<file path="config.mk">
export PLATFORM = sky130hd
export DESIGN_NAME = ecpg_top
export DESIGN_NICKNAME = d
export VERILOG_FILES = /design/src/ecpg_pkg.sv /design/src/ecpg_top.sv
export VERILOG_INCLUDE_DIRS = /design/src /design/src/src
export SDC_FILE = /design/constraint.sdc
export NUM_CORES = 1
export LEC_CHECK = 0
export ABC_CLOCK_PERIOD_IN_PS = 5800
export BUFFER_PORTS_ARGS = -buffer_cell sky130_fd_sc_hd__buf_2
export CORE_MARGIN = 5
export CORE_UTILIZATION = 45
export DETAILED_ROUTE_END_ITERATION = 10
export HOLD_SLACK_MARGIN = 0.1
export PLACE_DENSITY = 0.69
export SYNTH_ARGS = -nofsm -noshare
export SYNTH_HDL_FRONTEND = slang
export SYNTH_SLANG_ARGS = --single-unit
</file>
<file path="constraint.sdc">
create_clock -name mclk -period 5.8 [get_ports mclk]
set_input_delay 1.16 -clock mclk [delete_from_list [all_inputs] [get_ports mclk]]
set_output_delay 1.16 -clock mclk [all_outputs]
set_load 0.03 [all_outputs]
</file>
<file path="src/ecpg_consts.svh">
// Offsets, field positions, reset values and codes of the encoder counter / pulse generator
`ifndef ECPG_CONSTS_SVH
`define ECPG_CONSTS_SVH

// Register byte offsets
`define ECPG_OFF_CTRL    8'h00
`define ECPG_OFF_RELOAD  8'h04
`define ECPG_OFF_DELAY   8'h08
`define ECPG_OFF_WIDTH   8'h0C
`define ECPG_OFF_COUNT   8'h10
`define ECPG_OFF_SAVE    8'h14
`define ECPG_OFF_STATUS  8'h18

// Control register fields
`define ECPG_CTRL_ARM      0
`define ECPG_CTRL_MODE_LO  1
`define ECPG_CTRL_MODE_HI  3
`define ECPG_CTRL_DEC_LO   4
`define ECPG_CTRL_DEC_HI   5
`define ECPG_CTRL_ZPH_LO   6
`define ECPG_CTRL_ZPH_HI   7
`define ECPG_CTRL_SAMP_EN  8
`define ECPG_CTRL_SRC_FALL 9
`define ECPG_CTRL_AUX_FALL 10
`define ECPG_CTRL_GATE_FALL 11

// Status register fields
`define ECPG_ST_ARMED   0
`define ECPG_ST_PULSE   1
`define ECPG_ST_DONE    2
`define ECPG_ST_DVALID  3
`define ECPG_ST_OVF     4
`define ECPG_ST_BUSY    5

// Synchronised input lanes
`define ECPG_IN_A     0
`define ECPG_IN_B     1
`define ECPG_IN_Z     2
`define ECPG_IN_AUX   3
`define ECPG_IN_GATE  4
`define ECPG_IN_SRC   5
`define ECPG_IN_N     6

// Reset values and bus answers
`define ECPG_RST_WORD  32'h0000_0000
`define ECPG_RST_LANES 6'h00
`define ECPG_ONE       32'h0000_0001
`define ECPG_RESP_OK   2'h0
`define ECPG_RESP_DEC  2'h3

`endif

</file>
<file path="src/ecpg_pkg.sv">
// Types shared by the encoder counter / pulse generator
package ecpg_pkg;

  typedef enum logic [2:0] {
    ECPG_M_QUAD,
    ECPG_M_TWO_PULSE,
    ECPG_M_SEP_SINGLE,
    ECPG_M_SEP_BUF,
    ECPG_M_PULSE,
    ECPG_M_PULSE_TRIG,
    ECPG_M_PULSE_RETRIG
  } ecpg_mode_t;

  typedef enum logic [1:0] {
    ECPG_SINGLE_EDGE_DECODE,
    ECPG_DOUBLE_EDGE_DECODE,
    ECPG_QUAD_EDGE_DECODE
  } ecpg_dec_t;

  typedef enum logic [3:0] {
    ECPG_R_IDLE,
    ECPG_R_RUN,
    ECPG_R_WAIT_AUX,
    ECPG_R_SEP_COUNT,
    ECPG_R_WAIT_GATE,
    ECPG_R_HOLD,
    ECPG_R_WAIT_TRIG,
    ECPG_R_DELAY,
    ECPG_R_HIGH
  } ecpg_run_t;

  typedef struct packed {
    logic src;
    logic gate;
    logic aux;
    logic z;
    logic b;
    logic a;
  } ecpg_pins_t;

  typedef struct packed {
    logic        valid;
    logic [31:0] data;
  } ecpg_dma_t;

  typedef struct packed {
    logic [5:0]  sync1;
    logic [5:0]  sync2;
    logic [5:0]  prev;
    logic [31:0] ctrl;
    logic [31:0] reload;
    logic [31:0] delay;
    logic [31:0] width;
    logic [31:0] count;
    logic [31:0] save;
    logic [31:0] pcnt;
    ecpg_run_t   run;
    logic        armed;
    logic        done;
    logic        pulse;
    logic        ovf;
    ecpg_dma_t   dma;
    logic        awready;
    logic        wready;
    logic        aw_got;
    logic        w_got;
    logic [7:0]  awaddr;
    logic [31:0] wdata;
    logic [3:0]  wstrb;
    logic        bvalid;
    logic [1:0]  bresp;
    logic        arready;
    logic        rvalid;
    logic [31:0] rdata;
    logic [1:0]  rresp;
  } ecpg_state_t;

endpackage

</file>
<file path="src/ecpg_top.sv">
// Encoder counter, edge-separation timer and single-pulse generator with AXI4-Lite registers
//
// Local design decisions: the AXI4-Lite register port and the register offsets.
`timescale 1ns/1ps
`include "ecpg_consts.svh"

// Operation
// - Single-edge decode: up on A rise with B low, down on A fall with B low.
// - Double-edge decode counts on both A edges, direction from leading channel.
// - Quad-edge decode counts on every A and B edge, direction from leading channel.
// - Index high in the selected phase loads the reload value.
// - Software picks which of four A/B phases qualifies the index reload.
// - A count step and a reload together: step first, reload after.
// - Reload completes within one clock of the qualifying phase, then counting resumes.
// - Two-pulse mode counts up on each rising edge of A.
// - Two-pulse mode counts down on each rising edge of B.
// - Buffered position captures the count on each sample edge and sends it out.
// - Samples are cumulative since arming; sampling never clears the count.
// - Software selects rising or falling sample-clock edge.
// - Edge separation starts counting source edges at the first active aux edge.
// - Once counting, further aux edges are ignored.
// - Active gate edge stops counting and latches the count into save.
// - Single separation ignores all inputs after the latch.
// - Buffered separation restarts on next gate edge and sends each latched value.
// - Pulse starts after a programmed number of active source edges.
// - Pulse width is programmed in active source edges; the output is active high.
// - Triggered pulse starts its delay on a gate edge, then ignores the gate.
// - Retriggerable mode ignores gate edges during delay and pulse.
// - Retriggerable mode waits for a new trigger after each pulse.
module ecpg_top (
  input  wire logic              mclk,
  input  wire logic              reset_n,
  input  wire logic [7:0]        s_axi_awaddr,
  input  wire logic              s_axi_awvalid,
  output logic                   s_axi_awready,
  input  wire logic [31:0]       s_axi_wdata,
  input  wire logic [3:0]        s_axi_wstrb,
  input  wire logic              s_axi_wvalid,
  output logic                   s_axi_wready,
  output logic [1:0]             s_axi_bresp,
  output logic                   s_axi_bvalid,
  input  wire logic              s_axi_bready,
  input  wire logic [7:0]        s_axi_araddr,
  input  wire logic              s_axi_arvalid,
  output logic                   s_axi_arready,
  output logic [31:0]            s_axi_rdata,
  output logic [1:0]             s_axi_rresp,
  output logic                   s_axi_rvalid,
  input  wire logic              s_axi_rready,
  input  wire ecpg_pkg::ecpg_pins_t pins,
  output ecpg_pkg::ecpg_dma_t    dma_out,
  input  wire logic              dma_ready,
  output logic                   pulse_out
);

  ecpg_pkg::ecpg_state_t st_ff;
  ecpg_pkg::ecpg_state_t nxt_st;

  // ----------------------------------------------------------------
  // Byte-lane merge for register writes
  // ----------------------------------------------------------------
  function automatic logic [31:0] merge(input logic [31:0] old, input logic [31:0] d,
                                        input logic [3:0] be);
    logic [31:0] r;
    r = old;
    for (int i = 0; i < 4; i++) begin
      if (be[i]) begin
        r[i*8 +: 8] = d[i*8 +: 8];
      end
    end
    return r;
  endfunction

  // ----------------------------------------------------------------
  // Decoded views of state
  // ----------------------------------------------------------------
  logic [5:0]           rise;
  logic [5:0]           fall;
  logic                 a_lvl;
  logic                 b_lvl;
  logic                 src_edge;
  logic                 aux_edge;
  logic                 gate_edge;
  ecpg_pkg::ecpg_mode_t mode;
  ecpg_pkg::ecpg_dec_t  dec;
  logic                 arm_bit;
  logic [31:0]          status;

  always_comb begin
    rise      = st_ff.sync2 & ~st_ff.prev;
    fall      = ~st_ff.sync2 & st_ff.prev;
    a_lvl     = st_ff.sync2[`ECPG_IN_A];
    b_lvl     = st_ff.sync2[`ECPG_IN_B];
    src_edge  = st_ff.ctrl[`ECPG_CTRL_SRC_FALL] ? fall[`ECPG_IN_SRC]
                                                : rise[`ECPG_IN_SRC];
    aux_edge  = st_ff.ctrl[`ECPG_CTRL_AUX_FALL] ? fall[`ECPG_IN_AUX]
                                                : rise[`ECPG_IN_AUX];
    gate_edge = st_ff.ctrl[`ECPG_CTRL_GATE_FALL] ? fall[`ECPG_IN_GATE]
                                                 : rise[`ECPG_IN_GATE];
    mode      = ecpg_pkg::ecpg_mode_t'(st_ff.ctrl[`ECPG_CTRL_MODE_HI:`ECPG_CTRL_MODE_LO]);
    dec       = ecpg_pkg::ecpg_dec_t'(st_ff.ctrl[`ECPG_CTRL_DEC_HI:`ECPG_CTRL_DEC_LO]);
    arm_bit   = st_ff.ctrl[`ECPG_CTRL_ARM];
    status    = `ECPG_RST_WORD;
    status[`ECPG_ST_ARMED]  = st_ff.armed;
    status[`ECPG_ST_PULSE]  = st_ff.pulse;
    status[`ECPG_ST_DONE]   = st_ff.done;
    status[`ECPG_ST_DVALID] = st_ff.dma.valid;
    status[`ECPG_ST_OVF]    = st_ff.ovf;
    status[`ECPG_ST_BUSY]   = (st_ff.run != ecpg_pkg::ECPG_R_IDLE);
  end

  // ----------------------------------------------------------------
  // Position step from the encoder channels
  // ----------------------------------------------------------------
  logic up;
  logic dn;

  always_comb begin
    up = 1'b0;
    dn = 1'b0;
    if (mode == ecpg_pkg::ECPG_M_TWO_PULSE) begin
      up = rise[`ECPG_IN_A];
      dn = rise[`ECPG_IN_B];
    end else begin
      unique case (dec)
        ecpg_pkg::ECPG_SINGLE_EDGE_DECODE: begin
          up = rise[`ECPG_IN_A] & ~b_lvl;
          dn = fall[`ECPG_IN_A] & ~b_lvl;
        end
        ecpg_pkg::ECPG_DOUBLE_EDGE_DECODE: begin
          up = (rise[`ECPG_IN_A] & ~b_lvl) | (fall[`ECPG_IN_A] & b_lvl);
          dn = (fall[`ECPG_IN_A] & ~b_lvl) | (rise[`ECPG_IN_A] & b_lvl);
        end
        ecpg_pkg::ECPG_QUAD_EDGE_DECODE: begin
          up = (rise[`ECPG_IN_A] & ~b_lvl) | (fall[`ECPG_IN_A] & b_lvl)
             | (rise[`ECPG_IN_B] & a_lvl) | (fall[`ECPG_IN_B] & ~a_lvl);
          dn = (fall[`ECPG_IN_A] & ~b_lvl) | (rise[`ECPG_IN_A] & b_lvl)
             | (fall[`ECPG_IN_B] & a_lvl) | (rise[`ECPG_IN_B] & ~a_lvl);
        end
        default: begin
          up = 1'b0;
          dn = 1'b0;
        end
      endcase
    end
  end

  // ----------------------------------------------------------------
  // Next state
  // ----------------------------------------------------------------
  logic [31:0] stepped;
  logic [31:0] pnext;
  logic        z_hit;
  logic        do_wr;
  logic        sample;

  always_comb begin
    nxt_st  = st_ff;
    stepped = st_ff.count;
    pnext   = st_ff.pcnt + `ECPG_ONE;
    z_hit   = 1'b0;
    do_wr   = 1'b0;
    sample  = 1'b0;

    // Input synchronisers
    nxt_st.sync1 = pins;
    nxt_st.sync2 = st_ff.sync1;
    nxt_st.prev  = st_ff.sync2;

    // DMA hand-off drains on ready
    if (st_ff.dma.valid && dma_ready) begin
      nxt_st.dma.valid = 1'b0;
    end

    // Counting functions
    nxt_st.armed = arm_bit;
    if (!arm_bit) begin
      nxt_st.run   = ecpg_pkg::ECPG_R_IDLE;
      nxt_st.pulse = 1'b0;
      nxt_st.pcnt  = `ECPG_RST_WORD;
    end else if (!st_ff.armed) begin
      nxt_st.count = `ECPG_RST_WORD;
      nxt_st.pcnt  = `ECPG_RST_WORD;
      nxt_st.done  = 1'b0;
      nxt_st.ovf   = 1'b0;
      unique case (mode)
        ecpg_pkg::ECPG_M_QUAD,
        ecpg_pkg::ECPG_M_TWO_PULSE:   nxt_st.run = ecpg_pkg::ECPG_R_RUN;
        ecpg_pkg::ECPG_M_SEP_SINGLE,
        ecpg_pkg::ECPG_M_SEP_BUF:     nxt_st.run = ecpg_pkg::ECPG_R_WAIT_AUX;
        ecpg_pkg::ECPG_M_PULSE:       nxt_st.run = ecpg_pkg::ECPG_R_DELAY;
        ecpg_pkg::ECPG_M_PULSE_TRIG,
        ecpg_pkg::ECPG_M_PULSE_RETRIG: nxt_st.run = ecpg_pkg::ECPG_R_WAIT_TRIG;
        default:                      nxt_st.run = ecpg_pkg::ECPG_R_IDLE;
      endcase
    end else begin
      unique case (st_ff.run)
        ecpg_pkg::ECPG_R_IDLE: begin
          nxt_st.run = ecpg_pkg::ECPG_R_IDLE;
        end
        ecpg_pkg::ECPG_R_RUN: begin
          if (up && !dn) begin
            stepped = st_ff.count + `ECPG_ONE;
          end else if (dn && !up) begin
            stepped = st_ff.count - `ECPG_ONE;
          end
          z_hit = (mode == ecpg_pkg::ECPG_M_QUAD) && st_ff.sync2[`ECPG_IN_Z]
                && ({a_lvl, b_lvl} == st_ff.ctrl[`ECPG_CTRL_ZPH_HI:`ECPG_CTRL_ZPH_LO]);
          nxt_st.count = z_hit ? st_ff.reload : stepped;
          sample = st_ff.ctrl[`ECPG_CTRL_SAMP_EN] && gate_edge;
        end
        ecpg_pkg::ECPG_R_WAIT_AUX: begin
          if (aux_edge) begin
            nxt_st.count = `ECPG_RST_WORD;
            nxt_st.run   = ecpg_pkg::ECPG_R_SEP_COUNT;
          end
        end
        ecpg_pkg::ECPG_R_SEP_COUNT: begin
          if (gate_edge) begin
            nxt_st.save = st_ff.count;
            nxt_st.done = 1'b1;
            if (mode == ecpg_pkg::ECPG_M_SEP_BUF) begin
              sample     = 1'b1;
              nxt_st.run = ecpg_pkg::ECPG_R_WAIT_GATE;
            end else begin
              nxt_st.run = ecpg_pkg::ECPG_R_HOLD;
            end
          end else if (src_edge) begin
            nxt_st.count = st_ff.count + `ECPG_ONE;
          end
        end
        ecpg_pkg::ECPG_R_WAIT_GATE: begin
          if (gate_edge) begin
            nxt_st.count = `ECPG_RST_WORD;
            nxt_st.run   = ecpg_pkg::ECPG_R_SEP_COUNT;
          end
        end
        ecpg_pkg::ECPG_R_HOLD: begin
          nxt_st.run = ecpg_pkg::ECPG_R_HOLD;
        end
        ecpg_pkg::ECPG_R_WAIT_TRIG: begin
          if (gate_edge) begin
            nxt_st.pcnt = `ECPG_RST_WORD;
            nxt_st.run  = ecpg_pkg::ECPG_R_DELAY;
          end
        end
        ecpg_pkg::ECPG_R_DELAY: begin
          // Gate is not looked at here or in the high phase
          if (st_ff.pcnt >= st_ff.delay) begin
            nxt_st.pulse = 1'b1;
            nxt_st.pcnt  = `ECPG_RST_WORD;
            nxt_st.run   = ecpg_pkg::ECPG_R_HIGH;
          end else if (src_edge) begin
            nxt_st.pcnt = pnext;
          end
        end
        ecpg_pkg::ECPG_R_HIGH: begin
          if (src_edge && (pnext >= st_ff.width)) begin
            nxt_st.pulse = 1'b0;
            nxt_st.pcnt  = `ECPG_RST_WORD;
            nxt_st.done  = 1'b1;
            nxt_st.run   = (mode == ecpg_pkg::ECPG_M_PULSE_RETRIG)
                         ? ecpg_pkg::ECPG_R_WAIT_TRIG
                         : ecpg_pkg::ECPG_R_HOLD;
          end else if (src_edge) begin
            nxt_st.pcnt = pnext;
          end
        end
        default: begin
          nxt_st.run = ecpg_pkg::ECPG_R_IDLE;
        end
      endcase
    end

    // Sample hand-off; the counter itself is left alone
    if (sample) begin
      nxt_st.dma.data  = (st_ff.run == ecpg_pkg::ECPG_R_RUN) ? nxt_st.count
                                                             : st_ff.count;
      nxt_st.dma.valid = 1'b1;
      if (st_ff.dma.valid && !dma_ready) begin
        nxt_st.ovf = 1'b1;
      end
    end

    // AXI4-Lite write channel
    if (s_axi_awvalid && st_ff.awready) begin
      nxt_st.awaddr  = s_axi_awaddr;
      nxt_st.aw_got  = 1'b1;
      nxt_st.awready = 1'b0;
    end
    if (s_axi_wvalid && st_ff.wready) begin
      nxt_st.wdata  = s_axi_wdata;
      nxt_st.wstrb  = s_axi_wstrb;
      nxt_st.w_got  = 1'b1;
      nxt_st.wready = 1'b0;
    end
    if (st_ff.aw_got && st_ff.w_got && !st_ff.bvalid) begin
      do_wr         = 1'b1;
      nxt_st.aw_got = 1'b0;
      nxt_st.w_got  = 1'b0;
      nxt_st.bvalid = 1'b1;
      nxt_st.bresp  = `ECPG_RESP_OK;
      unique case ({st_ff.awaddr[7:2], 2'h0})
        `ECPG_OFF_CTRL:   nxt_st.ctrl   = merge(st_ff.ctrl, st_ff.wdata, st_ff.wstrb);
        `ECPG_OFF_RELOAD: nxt_st.reload = merge(st_ff.reload, st_ff.wdata, st_ff.wstrb);
        `ECPG_OFF_DELAY:  nxt_st.delay  = merge(st_ff.delay, st_ff.wdata, st_ff.wstrb);
        `ECPG_OFF_WIDTH:  nxt_st.width  = merge(st_ff.width, st_ff.wdata, st_ff.wstrb);
        `ECPG_OFF_COUNT,
        `ECPG_OFF_SAVE,
        `ECPG_OFF_STATUS: nxt_st.bresp  = `ECPG_RESP_OK;
        default:          nxt_st.bresp  = `ECPG_RESP_DEC;
      endcase
    end
    if (st_ff.bvalid && s_axi_bready) begin
      nxt_st.bvalid  = 1'b0;
      nxt_st.awready = 1'b1;
      nxt_st.wready  = 1'b1;
    end

    // AXI4-Lite read channel
    if (s_axi_arvalid && st_ff.arready) begin
      nxt_st.arready = 1'b0;
      nxt_st.rvalid  = 1'b1;
      nxt_st.rresp   = `ECPG_RESP_OK;
      unique case ({s_axi_araddr[7:2], 2'h0})
        `ECPG_OFF_CTRL:   nxt_st.rdata = st_ff.ctrl;
        `ECPG_OFF_RELOAD: nxt_st.rdata = st_ff.reload;
        `ECPG_OFF_DELAY:  nxt_st.rdata = st_ff.delay;
        `ECPG_OFF_WIDTH:  nxt_st.rdata = st_ff.width;
        `ECPG_OFF_COUNT:  nxt_st.rdata = st_ff.count;
        `ECPG_OFF_SAVE:   nxt_st.rdata = st_ff.save;
        `ECPG_OFF_STATUS: nxt_st.rdata = status;
        default: begin
          nxt_st.rdata = `ECPG_RST_WORD;
          nxt_st.rresp = `ECPG_RESP_DEC;
        end
      endcase
    end
    if (st_ff.rvalid && s_axi_rready) begin
      nxt_st.rvalid  = 1'b0;
      nxt_st.arready = 1'b1;
    end
  end

  // ----------------------------------------------------------------
  // State register
  // ----------------------------------------------------------------
  always_ff @(posedge mclk or negedge reset_n) begin
    if (!reset_n) begin
      st_ff         <= '0;
      st_ff.run     <= ecpg_pkg::ECPG_R_IDLE;
      st_ff.awready <= 1'b1;
      st_ff.wready  <= 1'b1;
      st_ff.arready <= 1'b1;
    end else begin
      st_ff <= nxt_st;
    end
  end

  // ----------------------------------------------------------------
  // Outputs
  // ----------------------------------------------------------------
  always_comb begin
    s_axi_awready = st_ff.awready;
    s_axi_wready  = st_ff.wready;
    s_axi_bvalid  = st_ff.bvalid;
    s_axi_bresp   = st_ff.bresp;
    s_axi_arready = st_ff.arready;
    s_axi_rvalid  = st_ff.rvalid;
    s_axi_rdata   = st_ff.rdata;
    s_axi_rresp   = st_ff.rresp;
    dma_out       = st_ff.dma;
    pulse_out     = st_ff.pulse;
  end

endmodule

</file>
==> metrics.txt, run 1 <==
outcome=finished clean; Comb power frac=25.7%; final setup TNS=0 ps; hold crit path type=register to register; initial core utilization=between 40 and 50%; horizontal die dimension=230 µm; signal arrival time at the worst endpoint=5290 ps; slew at the pin closest to its max-slew limit=between 1000 and 1500 ps; vias after detailed routing=19100; main combinational cell family by area after synthesis=compound AO/OA/AOI/OAI gates; TritonCTS Buffers=between 40 and 50; sink count of the clock tree=365; distinct cell type count of the synthesized netlist=between 80 and 90; Longest Clk Path Bufs=3; most used flip-flop cell after synthesis=sky130_fd_sc_hd__dfrtp_1; Fill cells=4331; share of post-route cells with drive strength above 1=20.6%; utilization after layout=between 50% and 60%; number of inserted diodes=0; global route total overflow=0; number of hold buffers added after cts=0; net count reported at finish=2431; total count of hold-check failures in the final report=0; first-pass iteration count of the detailed router=6; Slew Limit Fails=0; r2r worst-path depth=18; number of global-route vias before repair=18900; count of cells resized by post-cts repair=0; DRC violations left=0; routed wire length=76800 µm; CP Max Fanout=10; global-route total usage across every layer=28.4%; post-synth net total=2432; Port Buffers=136; XOR/XNOR share of the synthesized area=1.90%; Synth Cell Area=21700 µm²; min cycle time layout=approximately 4800 ps; clock network fraction of design power=approximately 32%; Initial DRC Count=2045; insertion delay of the later-clocked pin in the worst-skew pair=590 ps; switching share of power=a little over a third; sw power=0.00317 W; leading cell types in the layout, fill and taps excluded=362 x sky130_fd_sc_hd__dfrtp_1, 222 x sky130_fd_sc_hd__nand2_1, 173 x sky130_fd_sc_hd__mux2_2, 145 x sky130_fd_sc_hd__o21ai_0, 135 x sky130_fd_sc_hd__buf_2; antenna violations before repair=0; count of flip-flops with a built-in enable after synthesis=0; Tcrit/Tclk final=between 80% and 90%; wire length of the first global-routing pass=118000 µm; adder-cell share of the synthesized area=3.86%; Final setup viols=0; Synth Area in Simple Gates=16.1%; endpoint required time on the critical path=6290 ps; row cnt=80; setup bufs post-CTS=0; share of total power in sequential cells=42.3%; average wire per cell in the routed design=26.1 µm; mean post-synth cell area=9.44 µm²; Max Freq=208 MHz; most frequent standard cell in the layout excluding fill and tap cells=sky130_fd_sc_hd__dfrtp_1; fraction of the mapped netlist area in compound gates=19.4%; Leakage Power=10.7 nW; yosys synthesis warning count=0; die area=52700 µm²; worst voltage drop across the vdd grid=0.262 mV; number of nets still failing antenna checks after routing=0; Vias per Instance=6.48; power density over the cells=between 300 and 400 nW/µm²; worst-case headroom to the max-slew limit=20.0%; Core Box Area=47700 µm²; path type of the worst setup path=register to register; Clock Pin Slew Worst Setup and Hold Paths=around 70 ps; proportion of register bits with asynchronous set or reset after synthesis=100%; Chip Height=230 µm; register bit count reported by yosys=about 370; minimum hold slack=346 ps; gp weighted congestion=~1.0; part of the Yosys area used for sequential elements=42.1%; post-synthesis mux area share=9.73%; max-cap violation count=0; nature of the critical path endpoint=register; unrepaired setup endpoints after global routing=no; cell-internal power=between 0.005 and 0.006 W; clock tree from TritonCTS=yes; H-tree level count=2; signed area change from the synthesized netlist to the final layout=10.2%; count of pins on the block boundary=~140; Hold Path Depth=0; half-perimeter wire length after detailed placement=54400 µm; maximum number of pins on one net before global-route repair=142; cell count after synthesis=2299; Clock Skews=14.4 ps; Root Buffer=sky130_fd_sc_hd__clkbuf_16; element type at the critical path start=register
## cell families after synthesis
family / count (synthesis)
AND/OR/NAND/NOR: 690
AO/OA/AOI/OAI: 619
flip-flops: 365
buffers and inverters: 323
multiplexers: 188
adder cells (fa/ha/maj): 67
XOR/XNOR: 47
## worst paths after layout
path | slack [ps] | startpoint | endpoint
min in group asynchronous | 530 | reset_n | st_ff[198]
hold reg to reg | 350 | nxt_st[359] | b_lvl
setup reg to reg | 1000 | st_ff[128] | st_ff[132]
hold / removal | 350 | nxt_st[359] | b_lvl
setup / recovery | 1000 | st_ff[128] | st_ff[132]
max in group asynchronous | 4090 | reset_n | st_ff[133]
## final cells by class
cell class                 instances  area, µm²  area share (%)
multi-input combinational       1611      11200            46.6
sequential                       365       9140            38.2
clock buffer                      57       1180            4.93
timing repair buffer             183       1070            4.47
tap                              615        769            3.22
inverter                          95        357            1.49
clock inverter                    19        262            1.09
## critical path, cell delays in order (launching register included)
cell and delay, ps:
sky130_fd_sc_hd__dfrtp_1 430, sky130_fd_sc_hd__ha_1 270, sky130_fd_sc_hd__and3_1 200, sky130_fd_sc_hd__and3_1 250, sky130_fd_sc_hd__and4_1 330, sky130_fd_sc_hd__and2_1 260, sky130_fd_sc_hd__nand3_1 150, sky130_fd_sc_hd__nor2_1 160
sky130_fd_sc_hd__xor2_1 160, sky130_fd_sc_hd__ha_1 270, sky130_fd_sc_hd__a21oi_1 150, sky130_fd_sc_hd__nand2_1 70, sky130_fd_sc_hd__a221oi_1 540, sky130_fd_sc_hd__nand4_1 200, sky130_fd_sc_hd__a21oi_1 280, sky130_fd_sc_hd__o31ai_2 160
sky130_fd_sc_hd__buf_4 220, sky130_fd_sc_hd__nand2b_1 310, sky130_fd_sc_hd__o31ai_1 280
## per-stage QoR
stage / setup WS, ps / std cells / cell area [µm²] / power [W]
after floorplan: 1890 / 2299 / 21700 / 0.00486
after global placement: 1060 / 2869 / 22500 / 0.00578
after detailed placement: 995 / 2869 / 22500 / 0.00585
after CTS: 942 / 2945 / 23900 / 0.00863
after global routing: 475 / 2945 / 23900 / 0.00902
final: 997 / 2945 / 23900 / 0.00865
## Yosys cell counts, types with 16 or more instances
| cell type | n | share of area (%) |
|---|---|---|
| sky130_fd_sc_hd__a211oi_1 | 17 | 0.59 |
| sky130_fd_sc_hd__a21o_1 | 26 | 0.90 |
| sky130_fd_sc_hd__a21oi_1 | 110 | 2.5 |
| sky130_fd_sc_hd__a221oi_1 | 39 | 1.6 |
| sky130_fd_sc_hd__a22o_1 | 16 | 0.65 |
| sky130_fd_sc_hd__a22oi_1 | 68 | 2.4 |
| sky130_fd_sc_hd__a31oi_1 | 27 | 0.78 |
| sky130_fd_sc_hd__and3_1 | 27 | 0.78 |
| sky130_fd_sc_hd__and4_1 | 16 | 0.65 |
| sky130_fd_sc_hd__buf_2 | 18 | 0.42 |
| sky130_fd_sc_hd__buf_4 | 70 | 2.4 |
| sky130_fd_sc_hd__clkbuf_1 | 137 | 2.4 |
| sky130_fd_sc_hd__dfrtp_1 | 362 | 42 |
| sky130_fd_sc_hd__ha_1 | 67 | 3.9 |
| sky130_fd_sc_hd__inv_1 | 93 | 1.6 |
| sky130_fd_sc_hd__mux2_2 | 173 | 9.0 |
| sky130_fd_sc_hd__nand2_1 | 223 | 3.9 |
| sky130_fd_sc_hd__nand3_1 | 85 | 2.0 |
| sky130_fd_sc_hd__nand4_1 | 42 | 1.2 |
| sky130_fd_sc_hd__nor2_1 | 108 | 1.9 |
| sky130_fd_sc_hd__nor3_1 | 49 | 1.1 |
| sky130_fd_sc_hd__nor4_1 | 23 | 0.66 |
| sky130_fd_sc_hd__o211ai_1 | 27 | 0.93 |
| sky130_fd_sc_hd__o21ai_0 | 145 | 3.3 |
| sky130_fd_sc_hd__o31ai_1 | 30 | 1.0 |
| sky130_fd_sc_hd__or3_1 | 18 | 0.52 |
| sky130_fd_sc_hd__xnor2_1 | 30 | 1.2 |
| sky130_fd_sc_hd__xor2_1 | 17 | 0.69 |
## power by group through the flow
stage               Clock, W  Combinational, W  Sequential, W
floorplan                  0           0.00153        0.00333
global placement           0           0.00214        0.00364
detailed placement         0           0.00218        0.00367
CTS                  0.00281           0.00219        0.00363
global route         0.00292           0.00239        0.00371
finish               0.00277           0.00222        0.00366
## flip-flops by register name, summed over array words and instances, names as in the netlist, 2 cells and up
register / count
dec: 2
dma_out: 33
nxt_st: 10
st_ff: 274
s_axi_rdata: 32
mode: 3
## per-layer routing
| metal | routed length [µm] | GRT usage (%) | vias up |
|---|---|---|---|
| li1 | - | - | 8437 |
| met4 | 3120 | 11.0 | 0 |
| met3 | 6640 | 5.30 | 198 |
| met1 | 32200 | 38.7 | 9524 |
| met5 | 0 | 0 | - |
| met2 | 34900 | 45.3 | 939 |
Power figures use the tool's default switching activity.
==> run 2, diff against run 1 <==
--- a/config.mk
+++ b/config.mk
@@ -6,13 +6,13 @@
 export SDC_FILE = /design/constraint.sdc
 export NUM_CORES = 1
 export LEC_CHECK = 0
-export ABC_CLOCK_PERIOD_IN_PS = 5800
+export ABC_CLOCK_PERIOD_IN_PS = 4300
 export BUFFER_PORTS_ARGS = -buffer_cell sky130_fd_sc_hd__buf_2
 export CORE_MARGIN = 5
 export CORE_UTILIZATION = 45
 export DETAILED_ROUTE_END_ITERATION = 10
 export HOLD_SLACK_MARGIN = 0.1
-export PLACE_DENSITY = 0.69
+export PLACE_DENSITY = 0.72
 export SYNTH_ARGS = -nofsm -noshare
 export SYNTH_HDL_FRONTEND = slang
 export SYNTH_SLANG_ARGS = --single-unit
==> constraint.sdc (replaced) <==
create_clock -name mclk -period 4.3 [get_ports mclk]
set_input_delay 0.86 -clock mclk [delete_from_list [all_inputs] [get_ports mclk]]
set_output_delay 0.86 -clock mclk [all_outputs]
set_load 0.03 [all_outputs]
==> run 2 against run 1 <==
  * Maximum frequency up 19%
  * Clock-buffer cell count grew 5
  * Critical endpoint is now st_ff[128]
  * Cell count is 2.4% higher
  * Via count increased by 2.4%
==> metrics.txt, run 2 (synthesized netlist as in run 1, its figures left out) <==
horizontal die dimension=230 µm (unchanged); CP Max Fanout=14 (+4); nature of the critical path endpoint=register; min cycle time layout=4040 ps (-763 ps); vias after detailed routing=19600 (+2.4%); DRC violations left=0 (unchanged); total count of hold-check failures in the final report=0 (unchanged); Core Box Area=47700 µm² (unchanged); final setup TNS=0 ps (unchanged); Final setup viols=0 (unchanged); count of pins on the block boundary=141 (unchanged); Longest Clk Path Bufs=3 (unchanged); initial core utilization=45.5% (unchanged); global-route total usage across every layer=28.7% (+0.23 points); H-tree level count=2 (unchanged); Root Buffer=sky130_fd_sc_hd__clkbuf_16; endpoint required time on the critical path=4750 ps (-1540 ps); power density over the cells=476 nW/µm² (+32%); Chip Height=230 µm (unchanged); share of post-route cells with drive strength above 1=23.1% (+2.5 points); hold crit path type=input pin to async pin; CP cell instances=ha_1 > and3_1 > and3_1 > and4_1 > and2_1 > buf_4 > nand3_1 > xnor2_1 > ha_1 > nand2_1 > o21ai_0 > a221oi_2 > buf_4 > a21oi_2 > nor2_1 > o31ai_4 > o21bai_1 > buf_4 > mux2_2; global route total overflow=0 (unchanged); Clock Skews=21.7 ps (+7.30 ps); sw power=0.00424 W (+34%); path type of the worst setup path=register to register; summed area of non-filler cells in the final layout=24500 µm² (+2.2%); slew at the pin closest to its max-slew limit=1070 ps (-122 ps); Vias per Instance=6.48 (about the same); half-perimeter wire length after detailed placement=56000 µm (+2.9%); minimum hold slack=323 ps (-22.8 ps); leading cell types in the layout, fill and taps excluded=362 x sky130_fd_sc_hd__dfrtp_1, 222 x sky130_fd_sc_hd__nand2_1, 173 x sky130_fd_sc_hd__mux2_2, 145 x sky130_fd_sc_hd__o21ai_0, 135 x sky130_fd_sc_hd__buf_2; outcome=finished clean; clock network fraction of design power=31.2% (-0.8 points); Comb power frac=26.6% (+0.9 points); Initial DRC Count=2667 (+30%); insertion delay of the later-clocked pin in the worst-skew pair=580 ps (about the same); row cnt=80 (unchanged); slowest CP cell=sky130_fd_sc_hd__o31ai_4; clock tree from TritonCTS=yes; routed wire length=77500 µm (+0.87%); cell with the most instances on the worst path=sky130_fd_sc_hd__buf_4; most frequent standard cell in the layout excluding fill and tap cells=sky130_fd_sc_hd__dfrtp_1; delay of the slowest critical-path stage=440 ps (-100 ps); wire length of the first global-routing pass=119000 µm (+1.0%); antenna violations before repair=1 (+1); switching share of power=36.4% (-0.26 points); signal arrival time at the worst endpoint=4490 ps (-800 ps); post-place instance area=23000 µm² (+2.4%); Slew Limit Fails=0 (unchanged); gp weighted congestion=0.968 (-3.1%); worst voltage drop across the vdd grid=0.409 mV (+56%); share of total power in sequential cells=42.1% (-0.2 points); average wire per cell in the routed design=25.7 µm (-1.5%); Clock Pin Slew Worst Setup and Hold Paths=60 ps (about the same); maximum number of pins on one net before global-route repair=115 (-19%); first-pass iteration count of the detailed router=8 (+2); cell-internal power=0.00741 W (+35%); net count reported at finish=2504 (+3.0%); Largest register FFs=274 (unchanged); element type at the critical path start=register; register containing the most flip-flops in the final layout=st_ff; number of hold buffers added after cts=0 (unchanged); number of inserted diodes=0 (unchanged); sink count of the clock tree=365 (unchanged); TritonCTS Buffers=41 (-2.4%); Max Freq=248 MHz (+19%); Tcrit/Tclk final=94.0% (+11 points); worst-case headroom to the max-slew limit=28.0% (+8.0 points); max-cap violation count=0 (unchanged); die area=52700 µm² (unchanged); number of nets still failing antenna checks after routing=0 (unchanged); Leakage Power=11.1 nW (+3.6%); signed area change from the synthesized netlist to the final layout=12.7%; number of global-route vias before repair=19400 (+2.6%); Port Buffers=136 (unchanged)
[run 2: changes by cell type in the layout (fill, tap and decap cells not counted), sizes merged]
cell,before,now
clkinv,12,8
bufinv,4,3
clkbuf,57,62
buf,183,257
inv,93,95
clkinvlp,5,1
[run 2: power groups by stage]
stage	registers, W	logic (W)	clock network (W)
after floorplan	0.00450	0.00207	0
after global placement	0.00487	0.00295	0
after detailed placement	0.00492	0.00302	0
after CTS	0.00486	0.00304	0.00369
after global routing	0.00496	0.00333	0.00384
final	0.00491	0.00310	0.00364
[run 2: final cells by class]
type	instances	area, µm²
Sequential cell	365	9140
Clock inverter	12	149
Multi-Input combinational cell	1611	11200
Inverter	95	357
Tap cell	615	769
Timing Repair Buffer	257	1640
Fill cell	4286	23300
Clock buffer	62	1220
[run 2: metrics by stage]
| step | setup WS, ps | total power [W] | utilization (%) | instances |
|---|---|---|---|---|
| final | 260 | 0.0117 | 51.2 | 3017 |
| after global routing | -13.5 | 0.0121 | 51.2 | 3017 |
| after CTS | 36.8 | 0.0116 | 51.1 | 3017 |
| after detailed placement | 31.5 | 0.00794 | 48.2 | 2943 |
| after global placement | 78.0 | 0.00781 | 48.2 | 2943 |
| after floorplan | 386 | 0.00656 | - | 2299 |
[run 2: final timing paths]
path	slack, ps	start	cells past startpoint	endpoint
min in group mclk	350	nxt_st[359]	0	b_lvl
max	260	st_ff[129]	19	st_ff[128]
min reg2reg	350	nxt_st[359]	0	b_lvl
max in group asynchronous	2890	reset_n	2	s_axi_rdata[28]
min	320	reset_n	1	st_ff[353]
max reg2reg	260	st_ff[129]	19	st_ff[128]
[run 2: worst max-delay path, delay by kind of cell, from the launching register on]
kind            cells  cell delay, ps
compound gates      5            1060
simple gates        7            1100
buf+inv             3             480
mux                 1             270
xor+xnor            1             160
fa+ha+maj           2             460
flops               1             370
[run 2: repair_timing]
item                       in CTS  in global routing
setup endpoints to repair       1                 36
buffers inserted                0                  0
pin swaps                       0                  1
resized for setup               1                  9
[run 2: per-layer routing]
layer / vias up / global-route usage [%] / part of all wire, %
met4: 2 / 10.5 / 4.1
met3: 216 / 5.80 / 9.6
met1: 9658 / 39.6 / 41
li1: 8586 / - / -
met2: 1099 / 44.9 / 45
met5: - / 0 / 0.017
